--- src/common/watchdog_consts.vh ---
// Offsets, field positions, reset values and timing counts of the watchdog block
`ifndef WATCHDOG_CONSTS_VH
`define WATCHDOG_CONSTS_VH

// Register byte addresses
`define WD_CTRL_ADDR      32'h0000_00d8
`define WD_EIE_ADDR       32'h0000_00e8
`define WD_EIP_ADDR       32'h0000_00f8
`define WD_KEY_ADDR       32'h0000_0000
`define WD_IRQ_STAT_ADDR  32'h0000_0004
`define WD_IRQ_MASK_ADDR  32'h0000_0008

// Control register fields
`define WD_BAUD_DOUBLE_BIT  7
`define WD_POR_BIT          6
`define WD_IRQ_FLAG_BIT     3
`define WD_RESET_CAUSE_BIT  2
`define WD_RESET_ARM_BIT    1
`define WD_RESTART_BIT      0

// Interrupt enable and priority fields
`define WD_EIE_IRQ_EN_BIT   4
`define WD_EIP_IRQ_PRI_BIT  4
`define WD_EIE_RSVD_READ    3'h7
`define WD_EIP_RSVD_READ    3'h0
`define WD_EIE_RESET        5'h00
`define WD_EIP_RESET        5'h00

// Sticky status fields
`define WD_STAT_TIMEOUT_BIT 0
`define WD_STAT_WDRESET_BIT 1
`define WD_STAT_WIDTH       2

// Protected-write key sequence
`define WD_KEY_FIRST        8'haa
`define WD_KEY_SECOND       8'h55
`define WD_KEY_WINDOW_MC    3
`define WD_CLKS_PER_MC      4
`define WD_KEY_WINDOW_CLKS  (`WD_KEY_WINDOW_MC * `WD_CLKS_PER_MC)

// Time-out to reset delay, in clocks
`define WD_RESET_DELAY_CLKS 512

// Default time-out interval, in clocks
`define WD_TIMEOUT_CLKS     131072

// AHB encodings
`define AHB_TRANS_NONSEQ    2'h2
`define AHB_RESP_OKAY       1'h0

`endif

--- src/design/watchdog_control_and_flags.v ---
// Watchdog control, reset-cause flags and protected writes behind an AHB-Lite slave
`timescale 1ns/100ps
`include "watchdog_consts.vh"

module watchdog_control_and_flags #(
  parameter TIMEOUT_CLKS = `WD_TIMEOUT_CLKS,
  parameter CNT_W        = 32
) (
  // Clock, reset, enable
  input  wire        clk,
  input  wire        rst,
  input  wire        ce,
  // Reset request pins
  input  wire        extResetPin,
  input  wire        powerFailPin,
  // AHB-Lite slave
  input  wire        hsel,
  input  wire [31:0] haddr,
  input  wire [1:0]  htrans,
  input  wire        hwrite,
  input  wire [2:0]  hsize,
  input  wire [31:0] hwdata,
  input  wire        hready,
  output reg  [31:0] hrdata,
  output reg         hreadyout,
  output reg         hresp,
  // Watchdog and core outputs
  output reg         wdResetOut,
  output reg         wdIrq,
  output reg         wdIrqPriority,
  output reg         secondPortBaudDouble,
  output reg         irq
);

  localparam ST_COUNT = 1'b0;
  localparam ST_DELAY = 1'b1;
  localparam [CNT_W-1:0] TIMEOUT_LAST = TIMEOUT_CLKS - 1;
  localparam integer DELAY_LAST_I = `WD_RESET_DELAY_CLKS - 1;
  localparam integer KEY_WINDOW_I = `WD_KEY_WINDOW_CLKS;
  localparam [9:0] DELAY_LAST = DELAY_LAST_I[9:0];
  localparam [3:0] KEY_WINDOW = KEY_WINDOW_I[3:0];

  ////////////////////////////////////////////////////////////////
  // Pin synchronisers

  reg [1:0] extSync;
  reg [1:0] pfSync;
  wire      extReset  = extSync[1];
  wire      powerFail = pfSync[1];

  always @(posedge clk or posedge rst) begin
    if (rst) begin
      extSync <= 2'h0;
      pfSync  <= 2'h0;
    end else if (ce) begin
      extSync <= {extSync[0], extResetPin};
      pfSync  <= {pfSync[0], powerFailPin};
    end
  end

  ////////////////////////////////////////////////////////////////
  // Bus data phase

  reg        dActive;
  reg        dWrite;
  reg [31:0] dAddr;

  function isReg;
    input [31:0] addr;
    input [31:0] offset;
    begin
      isReg = (addr == offset);
    end
  endfunction

  wire addrPhase = hsel && hready && (htrans == `AHB_TRANS_NONSEQ);
  wire wrNow     = dActive && dWrite;
  wire [7:0] wrByte = hwdata[7:0];
  wire wrCtrl = wrNow && isReg(dAddr, `WD_CTRL_ADDR);
  wire wrEie  = wrNow && isReg(dAddr, `WD_EIE_ADDR);
  wire wrEip  = wrNow && isReg(dAddr, `WD_EIP_ADDR);
  wire wrKey  = wrNow && isReg(dAddr, `WD_KEY_ADDR);
  wire wrStat = wrNow && isReg(dAddr, `WD_IRQ_STAT_ADDR);
  wire wrMask = wrNow && isReg(dAddr, `WD_IRQ_MASK_ADDR);

  // One wait state on every NONSEQ transfer so read data comes from a flop
  always @(posedge clk or posedge rst) begin
    if (rst) begin
      dActive   <= 1'b0;
      dWrite    <= 1'b0;
      dAddr     <= 32'h0000_0000;
      hreadyout <= 1'b1;
      hresp     <= `AHB_RESP_OKAY;
    end else if (ce) begin
      hresp <= `AHB_RESP_OKAY;
      if (addrPhase) begin
        dActive   <= 1'b1;
        dWrite    <= hwrite;
        dAddr     <= {haddr[31:2], 2'h0};
        hreadyout <= 1'b0;
      end else if (dActive) begin
        dActive   <= 1'b0;
        hreadyout <= 1'b1;
      end
    end
  end

  ////////////////////////////////////////////////////////////////
  // Protected-write key

  reg       keyFirstSeen;
  reg [3:0] keyWindow;
  wire      keyOpen = (keyWindow != 4'h0);

  always @(posedge clk or posedge rst) begin
    if (rst) begin
      keyFirstSeen <= 1'b0;
      keyWindow    <= 4'h0;
    end else if (ce) begin
      if (wrKey && keyFirstSeen && wrByte == `WD_KEY_SECOND) begin
        keyWindow <= KEY_WINDOW;
      end else if (keyOpen) begin
        keyWindow <= keyWindow - 4'h1;
      end
      // Any other write in between breaks the sequence
      if (wrNow) begin
        keyFirstSeen <= wrKey && (wrByte == `WD_KEY_FIRST);
      end
    end
  end

  ////////////////////////////////////////////////////////////////
  // Control, enable and priority registers

  reg       porFlag;
  reg       irqFlag;
  reg       resetCauseFlag;
  reg       resetArm;
  reg       restartBit;
  reg [4:0] extended_interrupt_enable;
  reg [4:0] extended_interrupt_priority;
  wire      timeoutHit;
  wire      wdFire;

  wire protWr = wrCtrl && keyOpen;
  wire irqEnable = extended_interrupt_enable[`WD_EIE_IRQ_EN_BIT];

  always @(posedge clk or posedge rst) begin
    if (rst) begin
      secondPortBaudDouble <= 1'b0;
      porFlag              <= 1'b1;
      irqFlag              <= 1'b0;
      resetCauseFlag       <= 1'b0;
      resetArm             <= 1'b0;
      restartBit           <= 1'b0;
      extended_interrupt_enable                  <= `WD_EIE_RESET;
      extended_interrupt_priority                  <= `WD_EIP_RESET;
    end else if (ce) begin
      if (powerFail || extReset || wdFire) begin
        // Pattern 0x000xx0: power-on flag and reset arm kept
        secondPortBaudDouble <= 1'b0;
        irqFlag              <= 1'b0;
        restartBit           <= 1'b0;
        extended_interrupt_enable                  <= `WD_EIE_RESET;
        extended_interrupt_priority                  <= `WD_EIP_RESET;
        if (powerFail) begin
          resetCauseFlag <= 1'b0;
        end else if (wdFire) begin
          resetCauseFlag <= 1'b1;
        end
      end else begin
        if (wrCtrl) begin
          secondPortBaudDouble <= wrByte[`WD_BAUD_DOUBLE_BIT];
          resetCauseFlag       <= wrByte[`WD_RESET_CAUSE_BIT];
        end
        if (protWr) begin
          porFlag  <= wrByte[`WD_POR_BIT];
          resetArm <= wrByte[`WD_RESET_ARM_BIT];
        end
        // Time-out beats a clearing write in the same cycle
        if (timeoutHit) begin
          irqFlag <= 1'b1;
        end else if (protWr) begin
          irqFlag <= wrByte[`WD_IRQ_FLAG_BIT];
        end
        // Restart reads back as 1 for a single cycle
        restartBit <= protWr && wrByte[`WD_RESTART_BIT];
        if (wrEie) begin
          extended_interrupt_enable <= wrByte[4:0];
        end
        if (wrEip) begin
          extended_interrupt_priority <= wrByte[4:0];
        end
      end
    end
  end

  ////////////////////////////////////////////////////////////////
  // Watchdog counter

  reg             wdState;
  reg [CNT_W-1:0] wdCount;
  reg [9:0]       delayCount;
  wire            restartReq = protWr && wrByte[`WD_RESTART_BIT];
  wire            anyReset   = powerFail || extReset || wdFire;

  assign timeoutHit = (wdState == ST_COUNT) && (wdCount == TIMEOUT_LAST) && !restartReq && !anyReset;
  // Fires only while armed, so an unarmed watchdog leaves the cause flag alone
  assign wdFire = (wdState == ST_DELAY) && (delayCount == DELAY_LAST) && resetArm && !restartReq;

  always @(posedge clk or posedge rst) begin
    if (rst) begin
      wdState    <= ST_COUNT;
      wdCount    <= {CNT_W{1'b0}};
      delayCount <= 10'h000;
    end else if (ce) begin
      if (restartReq || anyReset) begin
        wdState    <= ST_COUNT;
        wdCount    <= {CNT_W{1'b0}};
        delayCount <= 10'h000;
      end else begin
        case (wdState)
          ST_COUNT: begin
            if (timeoutHit) begin
              wdState    <= ST_DELAY;
              delayCount <= 10'h000;
            end else begin
              wdCount <= wdCount + {{(CNT_W-1){1'b0}}, 1'b1};
            end
          end
          ST_DELAY: begin
            // Unarmed: the period simply starts over after the delay
            if (delayCount == DELAY_LAST) begin
              wdState <= ST_COUNT;
              wdCount <= {CNT_W{1'b0}};
            end else begin
              delayCount <= delayCount + 10'h001;
            end
          end
          default: begin
            wdState <= ST_COUNT;
          end
        endcase
      end
    end
  end

  ////////////////////////////////////////////////////////////////
  // Sticky status and mask

  reg [`WD_STAT_WIDTH-1:0] irqStatus;
  reg [`WD_STAT_WIDTH-1:0] irqMask;
  wire [`WD_STAT_WIDTH-1:0] irqEvents = {wdFire, timeoutHit};
  wire [`WD_STAT_WIDTH-1:0] irqClear  = wrStat ? wrByte[`WD_STAT_WIDTH-1:0] : {`WD_STAT_WIDTH{1'b0}};

  always @(posedge clk or posedge rst) begin
    if (rst) begin
      irqStatus <= {`WD_STAT_WIDTH{1'b0}};
      irqMask   <= {`WD_STAT_WIDTH{1'b0}};
    end else if (ce) begin
      // Set wins over a write-one clear in the same cycle
      irqStatus <= (irqStatus & ~irqClear) | irqEvents;
      if (wrMask) begin
        irqMask <= wrByte[`WD_STAT_WIDTH-1:0];
      end
    end
  end

  ////////////////////////////////////////////////////////////////
  // Read data and outputs

  reg [7:0] next_readByte;

  always @* begin
    next_readByte = 8'h00;
    if (isReg(dAddr, `WD_CTRL_ADDR)) begin
      next_readByte = {secondPortBaudDouble, porFlag, 2'h0,
                       irqFlag, resetCauseFlag, resetArm, restartBit};
    end else if (isReg(dAddr, `WD_EIE_ADDR)) begin
      next_readByte = {`WD_EIE_RSVD_READ, extended_interrupt_enable};
    end else if (isReg(dAddr, `WD_EIP_ADDR)) begin
      next_readByte = {`WD_EIP_RSVD_READ, extended_interrupt_priority};
    end else if (isReg(dAddr, `WD_KEY_ADDR)) begin
      next_readByte = {7'h00, keyOpen};
    end else if (isReg(dAddr, `WD_IRQ_STAT_ADDR)) begin
      next_readByte = {6'h00, irqStatus};
    end else if (isReg(dAddr, `WD_IRQ_MASK_ADDR)) begin
      next_readByte = {6'h00, irqMask};
    end
  end

  always @(posedge clk or posedge rst) begin
    if (rst) begin
      hrdata        <= 32'h0000_0000;
      wdResetOut    <= 1'b0;
      wdIrq         <= 1'b0;
      wdIrqPriority <= 1'b0;
      irq           <= 1'b0;
    end else if (ce) begin
      if (dActive && !dWrite) begin
        hrdata <= {24'h000000, next_readByte};
      end
      wdResetOut    <= wdFire;
      wdIrq         <= irqFlag && irqEnable;
      wdIrqPriority <= extended_interrupt_priority[`WD_EIP_IRQ_PRI_BIT];
      irq           <= |(irqStatus & irqMask);
    end
  end

  // Serial port consumes secondPortBaudDouble in modes 1 to 3 only

endmodule

--- config.mk ---
export PLATFORM = sky130hd
export DESIGN_NAME = watchdog_control_and_flags
export DESIGN_NICKNAME = d
export VERILOG_FILES = /design/src/design/watchdog_control_and_flags.v
export VERILOG_INCLUDE_DIRS = /design/src /design/src/common
export SDC_FILE = /design/constraint.sdc
export NUM_CORES = 1
export LEC_CHECK = 0
export BUFFER_PORTS_ARGS = -buffer_cell sky130_fd_sc_hd__buf_2
export CAP_MARGIN = 30
export CORE_MARGIN = 5
export CORE_UTILIZATION = 55
export CTS_CLUSTER_SIZE = 30
export DETAILED_ROUTE_END_ITERATION = 6
export PLACE_DENSITY = 0.78
export SLEW_MARGIN = 20
export SYNTH_ARGS = -nofsm -noshare
export SYNTH_HDL_FRONTEND = slang
export SYNTH_SLANG_ARGS = --single-unit
--- constraint.sdc ---
create_clock -name clk -period 5.9 [get_ports clk]
set_input_delay 0.885 -clock clk [delete_from_list [all_inputs] [get_ports clk]]
set_output_delay 0.885 -clock clk [all_outputs]
set_load 0.02 [all_outputs]
==> results.py <==
metrics = {
    "outcome": {
        "status": "finished clean",
    },
    "clocking": {
        "htree_levels": 4,
        "cts_root_buf": "clkbuf_8",
        "clkSinkCount": 117,
        "cts_tree": "done",
        "cts_buffer_depth": 2,
        "postCtsSetupBuffers": 0,
        "cts_resized": 0,
        "numCtsBuffers": 17,
        "hold_buffers": 0,
        "clock_latency_ns": 0.53,
        "clkSlewWorstSetupHoldPaths_ns": 0.05,
    },
    "cells_and_area": {
        "diodes": 0,
        "utilization": 0.6447,
        "mostFrequentLayoutCells": "dfrtp_1 (115), buf_2 (61), nand2_1 (52), nand3_1 (43)",
        "final_common_cell": "dfrtp_1",
        "syn_to_final_growth_pct": 14.26,
        "nets": 757,
        "drive_gt1_frac": 0.2275,
    },
    "floorplan": {
        "initial_core_util": 0.5642,
        "die_x_um": 115.7,
        "die_y_um": 115.7,
        "io_pins": 116,
        "core_area_mm2": 0.01089,
        "num_rows": 38,
        "die_area_mm2": 0.01338,
    },
    "timing": {
        "rsz0062_at_grt": "no",
        "setup_viol": 0,
        "tns_ns": 0,
        "slew_headroom": 0.3951,
        "finalCritPeriodShare": 0.5166,
        "slew_viol_final": 0,
        "fin_hold_ws_ns": 0.4805,
        "hold_viol_final": 0,
        "fmax_ghz": 0.3281,
        "fin_skew_ns": 0.008673,
        "fin_crit_ns": 3.048,
        "tightest_slew_ns": 0.8975,
        "finalWorstSetupSlack_ns": 2.852,
    },
    "synthesis": {
        "synthArstFlopShare": 1.000,
        "syn_area_mm2": 0.006143,
        "synth_cells": 616,
        "yosysTopAreaCell": "dfrtp_1",
        "netlist.area_leader.share": 0.4684,
        "ys_types": 62,
        "ys_ff_latch": 117,
        "synth-main-ff-cell": "dfrtp_1",
        "synth_area_leaders": "dfrtp_1 (47%), mux2_2 (7.3%), nand3_1 (3.5%), o21ai_0 (3.3%), nand2_1 (3.2%)",
        "ys_seq_area_frac": 0.4770,
        "avgSynthCellArea_um2": 9.973,
        "yosysWarnings": 0,
        "synth_edf_count": 0,
    },
    "worst_setup_path": {
        "reg2reg_depth": 8,
        "worstSetupPathType": "reg2reg",
        "start_kind": "flip-flop",
        "end_kind": "flip-flop",
        "crit_chain": "nor4_1 -> nand4_1 -> nor3_2 -> buf_4 -> o31ai_4 -> buf_4 -> o21bai_1 -> a21o_1",
        "cp.arrival_ns": 3.46,
        "slowest_stage": "nor3_2",
        "path_buf_inv": 2,
        "path_max_fanout": 31,
        "r2r_start": "dAddr[10]$_DFFE_PP0P_",
        "crit_path_max_incr_delay_ns": 0.71,
        "cp_common_cell": "buf_4",
        "critPathRequiredTime_ns": 6.31,
        "r2r_slack_ns": 2.85,
        "cp_top_family": "simple AND/OR/NAND/NOR gates",
        "reg2reg_to": "wdCount[5]$_DFFE_PP0P_",
    },
    "global_route": {
        "grt_max_degree": 67,
        "grt_pass1_wl_um": 23640,
        "gr-total-overflow": 0,
        "antenna_found_initial": 0,
        "grt_pass1_vias": 4843,
        "grtUsageTotal": 0.2237,
    },
    "placement": {
        "place_ws_ns": 2.857,
        "place.gp.congestion": 0.8672,
        "port-buffer-count": 61,
        "hpwl_um": 9459,
    },
    "power": {
        "p_leak_uw": 0.003069,
        "finalPower_uw": 2178,
        "peakVddDrop_uv": 245.7,
        "p_per_area_mw_per_mm2": 310.2,
    },
    "hold_path": {
        "hold_start": "hreadyout$_DFFE_PP1P_",
        "min_to": "hreadyout$_DFFE_PP1P_",
        "min_path_cells": 2,
        "min_path_type": "reg2reg",
    },
    "routing": {
        "drtIter0Drc": 363,
        "finalWirelength_um": 13830,
        "drtPass1Iterations": 5,
        "ant_nets": 0,
        "avgViaCountPerCell": 5.957,
        "vias": 4944,
        "wl_per_cell_um": 16.67,
        "drc": 0,
    },
    "flow_run": {
        "drv_cap": 0,
    },
}
synthesized netlist by cell type, types with 5 or more instances:
cell,instances
a21boi_0,5
a21oi_1,30
a22o_1,8
a22oi_1,6
a31oi_1,5
and2_1,7
and3_1,13
buf_2,5
buf_4,25
clkbuf_1,18
dfrtp_1,115
inv_1,36
mux2_2,40
mux2i_1,5
nand2_1,52
nand3_1,43
nand4_1,14
nor2_1,23
nor3_1,8
nor4_1,17
nor4_4,6
o21ai_0,40
o21ai_1,5
o311ai_0,7
or3_1,11
worst reg2reg max path: stages, from the launching register on:
cell,delay (ns)
dfrtp_1,0.38
nor4_1,0.58
nand4_1,0.25
nor3_2,0.71
buf_4,0.29
o31ai_4,0.07
buf_4,0.27
o21bai_1,0.21
a21o_1,0.18
routing by layer:
metal | GRT usage | wire, um | vias up
met4 | 0.08043 | 241 | 0
li1 | - | - | 2338
met5 | 0 | 0 | -
met3 | 0.06005 | 745 | 22
met2 | 0.3546 | 6905 | 140
met1 | 0.2985 | 5941 | 2444
stage by stage:
stage / cells / cell area (um2)
5_1_grt: 830 / 7019
3_3_place_gp: 796 / 6472
3_5_place_dp: 797 / 6480
4_1_cts: 829 / 7012
2_1_floorplan: 640 / 6233
6_report: 830 / 7019
where the power goes:
part	internal (uW)	leakage, uW	switching, uW
logic	123	0.00126	169
clock network	588	0.000264	339
registers	885	0.00154	72.2
cell type report:
class | instances | area, um2
Clock buffer | 27 | 481.7
Clock inverter | 5 | 50.05
Fill cell | 864 | 3869
Inverter | 36 | 137.6
Multi-Input combinational cell | 437 | 2887
Sequential cell | 117 | 2930
Tap cell | 140 | 175.2
Timing Repair Buffer | 68 | 357.8
worst max path at each step:
stage / to / start / slack (ns) / depth (start not counted)
2_1_floorplan: dActive$_DFFE_PP0P_ / rst / 1.92 / 1
3_3_place_gp: resetArm$_DFFE_PP0P_ / dAddr[10]$_DFFE_PP0P_ / 2.74 / 6
3_5_place_dp: wdCount[5]$_DFFE_PP0P_ / dAddr[10]$_DFFE_PP0P_ / 2.86 / 8
4_1_cts: wdCount[5]$_DFFE_PP0P_ / dAddr[10]$_DFFE_PP0P_ / 2.85 / 8
5_1_grt: extended_interrupt_priority[2]$_DFFE_PP0P_ / dAddr[10]$_DFFE_PP0P_ / 2.60 / 6
6_report: wdCount[5]$_DFFE_PP0P_ / dAddr[10]$_DFFE_PP0P_ / 2.85 / 8
state kept, by name, indices dropped and copies added (netlist names), 2 cells and up:
| register | count |
|---|---|
| irqMask | 2 |
| hrdata | 8 |
| wdCount | 32 |
| extended_interrupt_enable | 5 |
| dAddr | 30 |
| keyWindow | 4 |
| irqStatus | 2 |
| extSync | 2 |
| pfSync | 2 |
| delayCount | 10 |
| extended_interrupt_priority | 5 |
kinds of logic after synthesis:
group,share of synthesized area
AO/OA/AOI/OAI,0.1340
XOR/XNOR,0.001426
adder cells (fa/ha/maj),0.006111
buffers and inverters,0.07006
flip-flops,0.4770
multiplexers,0.08635
other,0.0006104
AND/OR/NAND/NOR,0.2244
Power figures use the tool's default switching activity.
